[config.mk]
export PLATFORM = sky130hd
export DESIGN_NAME = rcd_calendar_date
export DESIGN_NICKNAME = d
export VERILOG_FILES = /design/src/rtl/rcd_pkg.sv /design/src/rtl/rcd_bcd_digit_pair.sv /design/src/rtl/rcd_calendar_date.sv
export VERILOG_INCLUDE_DIRS = /design/src /design/src/rtl
export SDC_FILE = /design/constraint.sdc
export NUM_CORES = 1
export LEC_CHECK = 0
export ABC_AREA = 1
export BUFFER_PORTS_ARGS = -buffer_cell sky130_fd_sc_hd__buf_4
export CAP_MARGIN = 20
export CORE_MARGIN = 1
export CORE_UTILIZATION = 55
export CTS_CLUSTER_DIAMETER = 60
export DETAILED_ROUTE_END_ITERATION = 10
export PLACE_DENSITY = 0.81
export SETUP_SLACK_MARGIN = 0.5
export SLEW_MARGIN = 20
export SYNTH_ARGS = -nofsm -noshare
export SYNTH_HDL_FRONTEND = slang
export SYNTH_SLANG_ARGS = --single-unit
export TNS_END_PERCENT = 100
[constraint.sdc]
create_clock -name sys_clk -period 4.5 [get_ports sys_clk]
set_input_delay 0.45 -clock sys_clk [delete_from_list [all_inputs] [get_ports sys_clk]]
set_output_delay 0.45 -clock sys_clk [all_outputs]
set_load 0.1 [all_outputs]
[src/rtl/rcd_defines.svh]
// Purpose: Register offsets, address width, control bit positions and codes of the calendar date block.
// Assumes: Byte-wide registers reached over a plain strobe port.
// Notes: Offsets are register indices on the local register port.
`ifndef RCD_DEFINES_SVH
`define RCD_DEFINES_SVH
`define RCD_ADDR_W 3
`define RCD_OFS_DAY 3'h0
`define RCD_OFS_MONTH 3'h1
`define RCD_OFS_YEAR 3'h2
`define RCD_OFS_CTRL 3'h3
`define RCD_OFS_ALARM 3'h4
`define RCD_CTRL_PAGE 0
`define RCD_CTRL_RUN 1
`define RCD_CTRL_ALARM_HIT 2
`define RCD_DAY_FIRST 6'h01
`define RCD_DAY_DONT_CARE 6'h3f
`define RCD_DAY_28 6'h28
`define RCD_DAY_29 6'h29
`define RCD_DAY_30 6'h30
`define RCD_DAY_31 6'h31
`define RCD_MON_JAN 5'h01
`define RCD_MON_FEB 5'h02
`define RCD_MON_APR 5'h04
`define RCD_MON_JUN 5'h06
`define RCD_MON_SEP 5'h09
`define RCD_MON_NOV 5'h11
`define RCD_MON_DEC 5'h12
`define RCD_YEAR_LAST 8'h99
`define RCD_PHASE_LEAP 2'h0
`endif

[src/rtl/rcd_pkg.sv]
// Purpose: Types shared by the calendar date block.
// Assumes: Nothing beyond the defines header.
// Notes: Holds the register page selection.
package rcd_pkg;
  typedef enum logic {RCD_PAGE0, RCD_PAGE1} rcd_page_e;
endpackage

[src/rtl/rcd_bcd_digit_pair.sv]
// Purpose: Two-digit BCD increment with wrap to a given start value.
// Assumes: The input holds a valid BCD code no larger than the last value.
// Notes: Used for day, month and year counting.
`timescale 1ns/10ps
module rcd_bcd_digit_pair #(
  parameter int W = 8
) (
  input wire logic [W-1:0] value,
  input wire logic [W-1:0] last,
  input wire logic [W-1:0] first,
  output logic [W-1:0] next,
  output logic wrap
);
  logic [7:0] wide;
  logic [7:0] sum;
  always_comb
  begin
    wide = 8'h00;
    wide[W-1:0] = value;
    if (wide[3:0] == 4'h9)
    begin
      sum = {wide[7:4] + 4'h1, 4'h0};
    end
    else
    begin
      sum = {wide[7:4], wide[3:0] + 4'h1};
    end
    wrap = (value == last);
    next = wrap ? first : sum[W-1:0];
  end
endmodule

[src/rtl/rcd_calendar_date.sv]
// Purpose: Day, month, year and leap-phase fields of a real-time clock with paged access.
// Assumes: day_tick pulses once per day rollover from the time-of-day part.
// Notes: Fields hold no defined value after reset; software loads them first.
//
// The address-and-strobe port and the address map are this design's own decisions.
`timescale 1ns/10ps
`include "rcd_defines.svh"
module rcd_calendar_date
  import rcd_pkg::*;
(
  input wire logic sys_clk,
  input wire logic nrst,
  input wire logic [`RCD_ADDR_W-1:0] reg_addr,
  input wire logic [7:0] reg_wdata,
  input wire logic reg_wr,
  input wire logic reg_rd,
  output logic [7:0] reg_rdata,
  input wire logic day_tick,
  output logic hour_format_24_q,
  output logic date_match_q
);
  rcd_page_e page_q;
  logic run_q;
  logic alarm_hit_q;
  logic [5:0] day_of_month_q;
  logic [4:0] month_value_q;
  logic [7:0] year_value_q;
  logic [1:0] leap_phase_q;
  logic hour_format_select_q;
  logic [5:0] alarm_day_q;
  logic [5:0] day_last;
  logic [5:0] day_next;
  logic [4:0] month_next;
  logic [7:0] year_next;
  logic day_wrap;
  logic month_wrap;
  logic year_wrap;
  logic advance;
  logic date_match_d;
  logic [7:0] rdata_d;

  assign advance = run_q && day_tick;

  // Month length; February depends on the leap phase.
  always_comb
  begin
    case (month_value_q)
      `RCD_MON_FEB: day_last = (leap_phase_q == `RCD_PHASE_LEAP) ? `RCD_DAY_29 : `RCD_DAY_28;
      `RCD_MON_APR, `RCD_MON_JUN, `RCD_MON_SEP, `RCD_MON_NOV: day_last = `RCD_DAY_30;
      default: day_last = `RCD_DAY_31;
    endcase
  end

  rcd_bcd_digit_pair #(.W(6)) u_day (
    .value(day_of_month_q),
    .last(day_last),
    .first(`RCD_DAY_FIRST),
    .next(day_next),
    .wrap(day_wrap)
  );

  rcd_bcd_digit_pair #(.W(5)) u_month (
    .value(month_value_q),
    .last(`RCD_MON_DEC),
    .first(`RCD_MON_JAN),
    .next(month_next),
    .wrap(month_wrap)
  );

  rcd_bcd_digit_pair #(.W(8)) u_year (
    .value(year_value_q),
    .last(`RCD_YEAR_LAST),
    .first(8'h00),
    .next(year_next),
    .wrap(year_wrap)
  );

  // Control state has defined reset; the clock stays stopped until software starts it.
  always_ff @(posedge sys_clk or negedge nrst)
  begin
    if (!nrst)
    begin
      page_q <= RCD_PAGE0;
      run_q <= 1'b0;
    end
    else if (reg_wr && reg_addr == `RCD_OFS_CTRL)
    begin
      page_q <= rcd_page_e'(reg_wdata[`RCD_CTRL_PAGE]);
      run_q <= reg_wdata[`RCD_CTRL_RUN];
    end
  end

  // Calendar fields carry no reset so their contents stay undefined until loaded.
  always_ff @(posedge sys_clk)
  begin
    if (reg_wr && reg_addr == `RCD_OFS_DAY)
    begin
      day_of_month_q <= reg_wdata[5:0];
    end
    else if (advance)
    begin
      day_of_month_q <= day_next;
    end
  end

  always_ff @(posedge sys_clk)
  begin
    if (reg_wr && reg_addr == `RCD_OFS_MONTH && page_q == RCD_PAGE0)
    begin
      month_value_q <= reg_wdata[4:0];
    end
    else if (advance && day_wrap)
    begin
      month_value_q <= month_next;
    end
  end

  // The format bit is sampled by the hour counter; it is only safe to change with the clock stopped.
  always_ff @(posedge sys_clk)
  begin
    if (reg_wr && reg_addr == `RCD_OFS_MONTH && page_q == RCD_PAGE1)
    begin
      hour_format_select_q <= reg_wdata[0];
    end
  end

  always_ff @(posedge sys_clk)
  begin
    if (reg_wr && reg_addr == `RCD_OFS_YEAR && page_q == RCD_PAGE0)
    begin
      year_value_q <= reg_wdata;
    end
    else if (advance && day_wrap && month_wrap)
    begin
      year_value_q <= year_next;
    end
  end

  always_ff @(posedge sys_clk)
  begin
    if (reg_wr && reg_addr == `RCD_OFS_YEAR && page_q == RCD_PAGE1)
    begin
      leap_phase_q <= reg_wdata[1:0];
    end
    else if (advance && day_wrap && month_wrap)
    begin
      leap_phase_q <= leap_phase_q + 2'h1;
    end
  end

  always_ff @(posedge sys_clk)
  begin
    if (reg_wr && reg_addr == `RCD_OFS_ALARM)
    begin
      alarm_day_q <= reg_wdata[5:0];
    end
  end

  assign date_match_d = (alarm_day_q == `RCD_DAY_DONT_CARE) || (alarm_day_q == day_of_month_q);

  always_ff @(posedge sys_clk or negedge nrst)
  begin
    if (!nrst)
    begin
      date_match_q <= 1'b0;
      hour_format_24_q <= 1'b0;
    end
    else
    begin
      date_match_q <= date_match_d;
      hour_format_24_q <= hour_format_select_q;
    end
  end

  // Sticky match flag; a new match in the clearing cycle wins.
  always_ff @(posedge sys_clk or negedge nrst)
  begin
    if (!nrst)
    begin
      alarm_hit_q <= 1'b0;
    end
    else if (advance && date_match_d)
    begin
      alarm_hit_q <= 1'b1;
    end
    else if (reg_wr && reg_addr == `RCD_OFS_CTRL && reg_wdata[`RCD_CTRL_ALARM_HIT])
    begin
      alarm_hit_q <= 1'b0;
    end
  end

  always_comb
  begin
    rdata_d = 8'h00;
    case (reg_addr)
      `RCD_OFS_DAY: rdata_d[5:0] = day_of_month_q;
      `RCD_OFS_MONTH:
      begin
        if (page_q == RCD_PAGE0)
        begin
          rdata_d[4:0] = month_value_q;
        end
        else
        begin
          rdata_d[0] = hour_format_select_q;
        end
      end
      `RCD_OFS_YEAR:
      begin
        if (page_q == RCD_PAGE0)
        begin
          rdata_d = year_value_q;
        end
        else
        begin
          rdata_d[1:0] = leap_phase_q;
        end
      end
      `RCD_OFS_CTRL:
      begin
        rdata_d[`RCD_CTRL_PAGE] = page_q;
        rdata_d[`RCD_CTRL_RUN] = run_q;
        rdata_d[`RCD_CTRL_ALARM_HIT] = alarm_hit_q;
      end
      `RCD_OFS_ALARM: rdata_d[5:0] = alarm_day_q;
      default: rdata_d = 8'h00;
    endcase
  end

  always_ff @(posedge sys_clk or negedge nrst)
  begin
    if (!nrst)
    begin
      reg_rdata <= 8'h00;
    end
    else if (reg_rd)
    begin
      reg_rdata <= rdata_d;
    end
    else
    begin
      reg_rdata <= 8'h00;
    end
  end
endmodule

==> results of run 1 <==
[state kept, by name (all words and copies together) (netlist names), 2 cells and up]
signal,cells
alarm_day_q,6
day_of_month_q,6
leap_phase_q,2
month_value_q,5
reg_rdata,8
year_value_q,8
[metal layers]
layer	up-vias	part of all wire, %	routed length [um]
met5	-	0	0
met4	0	1.9	108
met3	14	9.0	496
met2	100	45	2509
met1	915	44	2425
li1	971	-	-
[cells in the final DEF (no fill, tap or decap), drive strengths merged, types with 2 or more instances in the layout]
master	count
a31oi	3
clkbuf	7
ha	7
clkinv	2
o21ai	19
o22ai	6
nand2	57
nand3	30
o21bai	2
xor2	10
a21oi	9
buf	25
nor2	20
inv	38
nand3b	2
nand4	8
nor3	3
dfrtp	13
xnor2	2
edfxtp	28
[stage by stage]
step	worst slack (ps)	hold slack (ps)	power (mW)	area, um2
after detailed placement	2473	304.3	0.5867	2604
after floorplan	2786	154.4	0.5408	2364
final	2542	351.4	0.8846	2730
after CTS	2549	347.1	0.8854	2730
after global routing	2384	346.3	0.9151	2730
after global placement	2548	300.2	0.5843	2604
[worst max-delay path by stage]
stage	start	to	slack, ps	cells after the start
finish	month_value_q[2]	year_value_q[4]	2540	7
global route	month_value_q[2]	year_value_q[4]	2380	7
CTS	month_value_q[2]	year_value_q[4]	2550	7
detailed placement	reg_addr[2]	day_of_month_q[5]	2470	8
global placement	reg_addr[2]	day_of_month_q[4]	2550	8
floorplan	month_value_q[2]	year_value_q[4]	2790	7
[power groups by stage]
stage	Sequential (mW)	Combinational (mW)	Clock [mW]
4_1_cts	0.443	0.138	0.305
6_report	0.444	0.138	0.303
3_5_place_dp	0.451	0.136	0
5_1_grt	0.446	0.151	0.318
2_1_floorplan	0.471	0.0699	0
3_3_place_gp	0.450	0.134	0
[cell families (layout without fill, tap and decap cells)]
logic type      Yosys count  in the layout  synth area share, %
simple gates            122            122                25.04
compound gates           43             43                10.69
buf+inv                  42             74                6.776
flops                    41             41                49.34
xor+xnor                 12             12                4.447
fa+ha+maj                 7              7                3.705
[worst max-delay path, stage by stage, from the launching register on]
cell and delay, ps:
edfxtp_1 480, nor2_2 250, nand3_2 120, xor2_1 170, nand3_1 100, nor2_2 150
nand3_2 130, o21bai_2 240
[area by class of cell]
| class | count | area, um2 |
|---|---|---|
| clock buffer | 7 | 86.33 |
| fill | 301 | 1328 |
| tap | 50 | 62.56 |
| timing repair buffer | 26 | 197.7 |
| clock inverter | 1 | 30.03 |
| sequential | 41 | 1166 |
| multi-input combinational | 184 | 1037 |
| inverter | 40 | 150.1 |
==> qor.yml, run 1 <==
grt:
  grt.met1_usage_pct: 37.18
  grtUsageMet3_pct: 5.912
  antenna_found_initial: 0
  busiest_layer: "met2"
  grt_pass1_wl_mm: 8.597
  met2_usage_pct: 40.10
  grt-ovfl-total: 0
  grt_max_degree: 14
  grt_pass1_vias: 1763
  grt_util_all_layers_pct: 26.40
detailed_routing:
  vias: 2000
  post_drt_via_cell_ratio: 5.731
  drt_first_pass_iters: 5
  routedWlPerCell_um: 15.87
  wl_mm: 5.540
  ant_nets: 0
  drc_errors: 0
  drt_iter0_drc: 182
worst_setup_path:
  r2r_end: "year_value_q[4]"
  r2r-start: "month_value_q[2]"
  worstSetupEndpointType: "flip-flop"
  path_max_fanout: 6
  arrival_ps: 1940
  r2r_cells: 7
  reg2reg_slack_ps: 2540
  crit_type: "reg2reg"
  crit_required_ps: 4480
  critical_path.startpoint_type: "flip-flop"
clocking:
  cts-root-buf: "clkbuf_8"
  cts_buffers: 5
  cts_setup_buffers: 0
  htree_levels: 2
  worstSkewPairLatency_ps: 290
  numClockSinks: 41
  cts_tree: "built"
  path_clk_slew_ps: 80
  ctsHoldBuffers: 1
  cts_resized: 0
  clock_path_buffers: 2
synthesis:
  synth_fp_nets: 290
  yosysSeqAreaShare_pct: 49.34
  syn_area_um2: 2364
  synth_ff_type: "edfxtp_1"
  ys_types: 35
  synth_edf_count: 28
  synthCells: 267
  async_flop_share_pct: 31.71
  synth_warnings: 0
  netlist.top_cell.by_area: "edfxtp_1"
  ys_seq_elements: 41
  synth_top_area_share_pct: 35.57
  avgSynthCellArea_um2: 8.852
  synth.most_common_cell: "nand2_1"
  synthTopCellsByCount: "nand2_1 (56), inv_1 (36), edfxtp_1 (28)"
  synth.area.top_cells: "edfxtp_1 (36%), dfrtp_1 (14%), nand2_1 (8.9%), inv_1 (5.7%), nand3_1 (5.7%)"
floorplanning:
  ios: 26
  die_w_um: 67.56
  initial_utilization_pct: 58.25
  die_h_um: 67.56
  rows: 23
  core_area_um2: 4058
  fp.dieArea_um2: 4564
worst_hold_path:
  whs_path_depth: 1
  hp-class: "in2reg"
  hp-start: "reg_wdata[1]"
  whs_endpoint: "alarm_day_q[1]"
power_and_ir_drop:
  p_per_area_nw_per_um2: 324.0
  p_comb_share_pct: 15.7
  p_sw_mw: 0.2376
  switching_share_pct: 26.86
  ir_worst_vdd_uv: 142.0
  seqPwrFrac_pct: 50.1
  p_clk_share_pct: 34.2
  leakage_nw: 1.251
  p_int_mw: 0.6469
finish:
  nets: 321
  area_growth_pct: 15.51
  final_core_util_pct: 67.28
  drive_gt1_share_pct: 16.05
  antenna_cells: 0
  stdcell_count: 349
flow_run:
  drv_cap: 0
timing:
  hold_viol: 0
  timing.final.crit_share_pct: 43.51
  drv_slew: 0
  relSlewSlack_pct: 63.95
  setup_viol: 0
  final.setup_skew_ps: 1.527
  rsz0062_at_grt: "false"
  worstMarginPinSlew_ps: 538.7
  period_needed_ps: 1958
  fmax_ghz: 0.5107
  setup_tns_ps: 0
placement:
  place_inst: 340
  place_congestion: 0.9304
  io_buffers: 25
  place_hpwl_mm: 4.281
outcome:
  status: "finished clean"
Power figures use the tool's default switching activity.
==> run 2: changes to the inputs <==
--- a/config.mk
+++ b/config.mk
@@ -10,7 +10,7 @@
 export BUFFER_PORTS_ARGS = -buffer_cell sky130_fd_sc_hd__buf_4
 export CAP_MARGIN = 20
 export CORE_MARGIN = 1
-export CORE_UTILIZATION = 55
+export CORE_UTILIZATION = 53
 export CTS_CLUSTER_DIAMETER = 60
 export DETAILED_ROUTE_END_ITERATION = 10
 export PLACE_DENSITY = 0.81
==> constraint.sdc (replaced) <==
create_clock -name sys_clk -period 1.8 [get_ports sys_clk]
set_input_delay 0.18 -clock sys_clk [delete_from_list [all_inputs] [get_ports sys_clk]]
set_output_delay 0.18 -clock sys_clk [all_outputs]
set_load 0.1 [all_outputs]
==> run 2 against run 1 <==
The flow now finishes with violations (negative setup slack). Final area is 9.7% higher. Global-route usage is 0.59 points higher. Clock skew is 4.3 ps higher. Register-to-register slack worse by 2600 ps. Sequential power is 150% higher. Setup slack worse by 2600 ps. Non-clock buffer count is 27 higher. Cell count is 7.7% higher. Clock-buffer cell count is 2 lower. Highest routed layer unchanged.
==> qor.yml, run 2 (synthesized netlist as in run 1, its figures left out) <==
worst_setup_path:
  crit_required_ps: 1810  # -2670 ps
  slowest_delay_ps: 470  # about the same
  critical-path-slowest-cell: "edfxtp_1"
  r2r-start: "month_value_q[2]"
  path_max_fanout: 4  # -2
  arrival_ps: 1920  # -20 ps
  crit_chain: "buf_4 > nor2_1 > nand3_2 > nand4_2 > nand2_2 > nor2_4 > nand3_4 > o21bai_4"
  critPathLaunch: "month_value_q[2]"
  critical_path.startpoint_type: "flip-flop"
  worstSetupEndpointType: "flip-flop"
  crit_type: "reg2reg"
power_and_ir_drop:
  p_comb_share_pct: 19.6  # +3.9 points
  p_clk_share_pct: 28.6  # -5.6 points
  switching_share_pct: 30.51  # +3.6 points
  ir_worst_vdd_uv: 336.9  # +140%
  p_per_area_nw_per_um2: 706.1  # +120%
  seqPwrFrac_pct: 51.7  # +1.6 points
  leakage_nw: 1.380  # +10%
  p_int_mw: 1.470  # +130%
  p_sw_mw: 0.6453  # +170%
detailed_routing:
  post_drt_via_cell_ratio: 5.867  # +2.4%
  ant_nets: 0  # unchanged
  wl_mm: 6.072  # +9.6%
  routedWlPerCell_um: 16.15  # +1.7%
  drt_iter0_drc: 318  # +75%
  drt_first_pass_iters: 5  # unchanged
  vias: 2206  # +10%
  drc_errors: 0  # unchanged
clocking:
  cts-root-buf: "clkbuf_8"
  numClockSinks: 41  # unchanged
  path_clk_slew_ps: 80  # about the same
  cts_buffers: 5  # unchanged
  worstSkewPairLatency_ps: 300  # about the same
  cts_tree: "built"
  clock_path_buffers: 2  # unchanged
  htree_levels: 2  # unchanged
timing:
  drv_slew: 0  # unchanged
  final.setup_skew_ps: 5.871  # +4.344 ps
  fmax_ghz: 0.5244  # +2.7%
  relSlewSlack_pct: 79.94  # +16 points
  worst_hold_slack_ps: 65.08  # -286.3 ps
  setup_viol: 17  # +17
  period_needed_ps: 1907  # -51.09 ps
  hold_viol: 0  # unchanged
  timing.final.crit_share_pct: 105.9  # +62 points
  rsz0062_at_grt: "true"
  worstMarginPinSlew_ps: 299.7  # -239.0 ps
  layout_setup_ws_ps: -107.0  # -2649 ps
finish:
  area_growth_pct: 26.73
  nets: 348  # +8.4%
  stdcell_count: 376  # +7.7%
  most-common-layout-cells: "buf_4 (51), nand2_1 (50), inv_1 (32)"
  antenna_cells: 0  # unchanged
  final_cell_area_um2: 2995  # +9.7%
  drive_gt1_share_pct: 28.22  # +12 points
  reg.largest.list: "reg_rdata (8), year_value_q (8)"
  layout_commonest_cell: "buf_4"
floorplanning:
  fp.dieArea_um2: 4731  # +3.7%
  initial_utilization_pct: 57.04  # -1.2 points
  ios: 26  # unchanged
  die_h_um: 68.78  # +1.8%
  core_area_um2: 4144  # +2.1%
  die_w_um: 68.78  # +1.8%
  rows: 23  # unchanged
grt:
  antenna_found_initial: 0  # unchanged
  grt_pass1_wl_mm: 9.032  # +5.1%
  grt_max_degree: 14  # unchanged
  grt_pass1_vias: 1885  # +6.9%
  grt_util_all_layers_pct: 26.99  # +0.59 points
  grt-ovfl-total: 0  # unchanged
placement:
  io_buffers: 25  # unchanged
  place_inst: 352  # +3.5%
  place_hpwl_mm: 4.284  # about the same
  placed_cell_area_um2: 2711  # +4.1%
  place_congestion: 0.9001  # -3.3%
flow_run:
  drv_cap: 0  # unchanged
worst_hold_path:
  hp-class: "in2reg"
  hp-start: "reg_wdata[1]"
outcome:
  violations: "negative setup slack"
  status: "finished with violations"
-- run 2: cell types whose count changed in the layout (fill, tap and decap cells not counted), moves of 3 or more --
cell	delta
o21ai_0	-7
inv_2	+4
inv_1	-4
buf_4	+26
nand2_1	-6
o21ai_1	+7
nor2_4	+3
nand2_2	+6
-- run 2: worst paths after layout --
| check | endpoint | slack (ps) | cells after the start |
|---|---|---|---|
| worst max register to register | year_value_q[4] | -110 | 8 |
| min in group asynchronous | reg_rdata[3] | 260 | 2 |
| worst min-delay path | alarm_day_q[1] | 70 | 1 |
| worst max-delay path | year_value_q[4] | -110 | 8 |
| max in group asynchronous | reg_rdata[5] | 1380 | 2 |
| worst min register to register | hour_format_24_q | 400 | 0 |
-- run 2: through the flow --
step	setup TNS [ps]	worst slack [ps]	power (mW)	utilization (%)
2_1_floorplan	0	155.7	1.354	-
3_3_place_gp	0	19.07	1.484	65.43
3_5_place_dp	-191.5	-26.20	1.489	65.43
4_1_cts	-236.2	-27.54	2.079	69.17
5_1_grt	-1812	-155.5	2.179	72.28
6_report	-655.1	-107.0	2.115	72.28
-- run 2: area by class of cell --
class	instances	area, um2
Sequential cell	41	1166
Tap cell	50	62.56
Fill cell	289	1149
Multi-Input combinational cell	184	1124
Clock buffer	5	68.82
Clock inverter	3	16.27
Timing Repair Buffer	53	404.1
Inverter	40	153.9
-- run 2: metal layers --
| layer | global-route usage, % | routed length (um) |
|---|---|---|
| met5 | 0 | 0 |
| met4 | 13.52 | 204 |
| met3 | 4.770 | 571 |
| met2 | 41.79 | 2797 |
| met1 | 36.20 | 2498 |
-- run 2: repair_timing --
action                                  4_1_cts  5_1_grt
setup buffers                                 7        8
endpoints found under the hold margin        13        0
endpoints found under the setup margin       38       46
pin swaps                                     1       10
hold buffers                                  1        0
gates resized for setup                       8       18
-- run 2: critical path, delay by kind of cell (launching register included) --
family | cells | cell delay, ps
AND/OR/NAND/NOR | 6 | 760
flip-flops | 1 | 470
AO/OA/AOI/OAI | 1 | 210
buffers and inverters | 1 | 180
-- run 2: power by group through the flow --
stage	clock network (mW)	logic [mW]	registers (mW)
floorplan	0	0.177	1.18
global placement	0	0.372	1.11
detailed placement	0	0.376	1.11
CTS	0.599	0.388	1.09
global route	0.631	0.447	1.10
finish	0.606	0.415	1.09
==> run 3: changes to the inputs <==
--- a/config.mk
+++ b/config.mk
@@ -9,11 +9,13 @@
 export ABC_AREA = 1
 export BUFFER_PORTS_ARGS = -buffer_cell sky130_fd_sc_hd__buf_4
 export CAP_MARGIN = 20
+export CELL_PAD_IN_SITES_DETAIL_PLACEMENT = 0
+export CELL_PAD_IN_SITES_GLOBAL_PLACEMENT = 1
 export CORE_MARGIN = 1
-export CORE_UTILIZATION = 53
+export CORE_UTILIZATION = 40
 export CTS_CLUSTER_DIAMETER = 60
 export DETAILED_ROUTE_END_ITERATION = 10
-export PLACE_DENSITY = 0.81
+export PLACE_DENSITY = 0.8
 export SETUP_SLACK_MARGIN = 0.5
 export SLEW_MARGIN = 20
 export SYNTH_ARGS = -nofsm -noshare
==> run 3 against run 2 <==
The flow still finishes with violations (negative setup slack). Utilization down 14 points. Cell count up 9.6%. Global-route usage down 5.5 points. Hold slack worse by 4.7 ps. Clock power up 34%. Critical endpoint is now year_value_q[5]. Register-to-register slack about the same. Sequential cell count unchanged. Sequential power about the same. Highest routed layer unchanged. Combinational power up 13%.
==> qor.yml, run 3 (synthesized netlist as in run 1, its figures left out) <==
worst_setup_path:
  reg2reg_slack_ps: -90  # about the same
  worstSetupEndpointType: "flip-flop"
  critPathLaunch: "month_value_q[2]"
  path_max_fanout: 5  # +1
  r2r_cells: 8  # unchanged
  arrival_ps: 1910  # about the same
  r2r_end: "year_value_q[5]"
  crit_type: "reg2reg"
  crit_required_ps: 1820  # about the same
  critical_path.startpoint_type: "flip-flop"
  r2r-start: "month_value_q[2]"
detailed_routing:
  drt_first_pass_iters: 6  # +1
  wl_mm: 6.372  # +4.9%
  drt_iter0_drc: 131  # -59%
  post_drt_via_cell_ratio: 5.163  # -12%
  routedWlPerCell_um: 15.47  # -4.2%
  drc_errors: 0  # unchanged
  ant_nets: 0  # unchanged
  vias: 2127  # -3.6%
floorplanning:
  die_h_um: 78.87  # +15%
  initial_utilization_pct: 42.15  # -15 points
  ios: 26  # unchanged
  rows: 27  # +17%
  fp.dieArea_um2: 6220  # +31%
  core_area_um2: 5608  # +35%
  die_w_um: 78.87  # +15%
clocking:
  numClockSinks: 41  # unchanged
  cts_buffers: 5  # unchanged
  cts-root-buf: "clkbuf_8"
  path_clk_slew_ps: 90  # about the same
  clock_path_buffers: 2  # unchanged
  htree_levels: 2  # unchanged
  worstSkewPairLatency_ps: 300  # about the same
  cts_tree: "built"
grt:
  grt_pass1_vias: 2073  # +10%
  grt_util_all_layers_pct: 21.53  # -5.5 points
  grt-ovfl-total: 0  # unchanged
  grt_max_degree: 15  # +1
  grt_pass1_wl_mm: 9.977  # +10%
  antenna_found_initial: 0  # unchanged
worst_hold_path:
  whs_endpoint: "alarm_day_q[1]"
  hp-class: "in2reg"
  hp-start: "reg_wdata[1]"
  whs_path_depth: 1  # unchanged
finish:
  multi_input_comb_area_um2: 1221  # +8.7%
  layout_commonest_cell: "buf_4"
  final_core_util_pct: 58.61  # -14 points
  most-common-layout-cells: "buf_4 (59), nand2_1 (49), inv_1 (29)"
  seq_area_um2: 1166  # unchanged
  reg.largest.list: "reg_rdata (8), year_value_q (8)"
  area_growth_pct: 39.07
  antenna_cells: 0  # unchanged
  drive_gt1_share_pct: 35.88  # +7.7 points
  fillerInstances: 491  # +70%
  nets: 362  # +4.0%
timing:
  period_needed_ps: 1892  # -14.53 ps
  rsz0062_at_grt: "true"
  setup_viol: 22  # +5
  worstMarginPinSlew_ps: 270.6  # -29.17 ps
  setup_tns_ps: -811.0  # -155.9 ps
  fmax_ghz: 0.5284  # +0.77%
  worst_hold_slack_ps: 60.33  # -4.743 ps
  drv_slew: 0  # unchanged
  timing.final.crit_share_pct: 105.1  # -0.81 points
  final.setup_skew_ps: 5.111  # -0.7595 ps
  hold_viol: 0  # unchanged
  relSlewSlack_pct: 81.90  # +2.0 points
  layout_setup_ws_ps: -92.44  # +14.53 ps
placement:
  place_congestion: 0.8188  # -9.0%
  io_buffers: 25  # unchanged
  place_hpwl_mm: 4.712  # +10%
outcome:
  violations: "negative setup slack"
  status: "finished with violations"
flow_run:
  drv_cap: 0  # unchanged
power_and_ir_drop:
  ir_worst_vdd_uv: 336.9  # about the same
  p_per_area_nw_per_um2: 720.1  # +2.0%
  leakage_nw: 1.507  # +9.2%
run 3: cell types whose count changed in the layout (fill, tap and decap cells not counted), sizes merged:
| cell | delta |
|---|---|
| clkinvlp | -1 |
| clkbuf | +2 |
| clkinv | -1 |
| buf | +14 |
run 3: what timing repair did:
| action | in CTS | in global routing |
|---|---|---|
| pin swaps | 2 | 16 |
| hold buffers | 1 | 0 |
| gates cloned | 0 | 0 |
| setup buffers | 10 | 10 |
| gates resized for setup | 23 | 29 |
| setup endpoints to repair | 36 | 37 |
| hold endpoints to repair | 13 | 0 |
run 3: metal layers:
metal  track usage (%)  wire length [um]
met1             29.83              2915
met2             34.17              2941
met3             3.563               387
met4             7.273               127
met5                 0                 0
run 3: final cells by class:
cell class	count	share of cell area [%]
flip-flops and latches	41	35.48
clock inverters	1	0.2665
well taps	72	2.741
repair buffers	67	16.18
inverters	40	4.568
clock buffers	7	3.616
multi-input cells	184	37.15
run 3: report_power, final:
group / leakage, nW / total [mW] / internal, mW / switching [mW]
sequential: 0.430 / 1.09 / 1.06 / 0.0318
clock: 0.0651 / 0.810 / 0.447 / 0.363
combinational: 1.01 / 0.467 / 0.173 / 0.294
total: 1.51 / 2.37 / 1.68 / 0.688
run 3: through the flow:
stage | cells | total power [mW] | area (um2) | worst slack [ps]
global route | 412 | 2.454 | 3287 | -159.0
finish | 412 | 2.367 | 3287 | -92.44
CTS | 402 | 2.317 | 3082 | -18.22
global placement | 383 | 1.500 | 2806 | 34.12
floorplan | 267 | 1.354 | 2381 | 155.7
detailed placement | 383 | 1.500 | 2806 | -16.36
run 3: critical path: stages, from the launching register on:
cell and delay (ps):
edfxtp_1 480, nor2_4 220, buf_6 120, nand4_1 120, nand4_2 120, nand2_2 70
nor2_4 140, nand3_4 120, o21bai_4 210
run 3: worst max path at each step:
stage | cells past startpoint | slack (ps) | endpoint
after floorplan | 11 | 160 | year_value_q[4]
after global placement | 7 | 30 | year_value_q[4]
after detailed placement | 7 | -20 | year_value_q[6]
after CTS | 7 | -20 | year_value_q[5]
after global routing | 9 | -160 | leap_phase_q[1]
final | 8 | -90 | year_value_q[5]
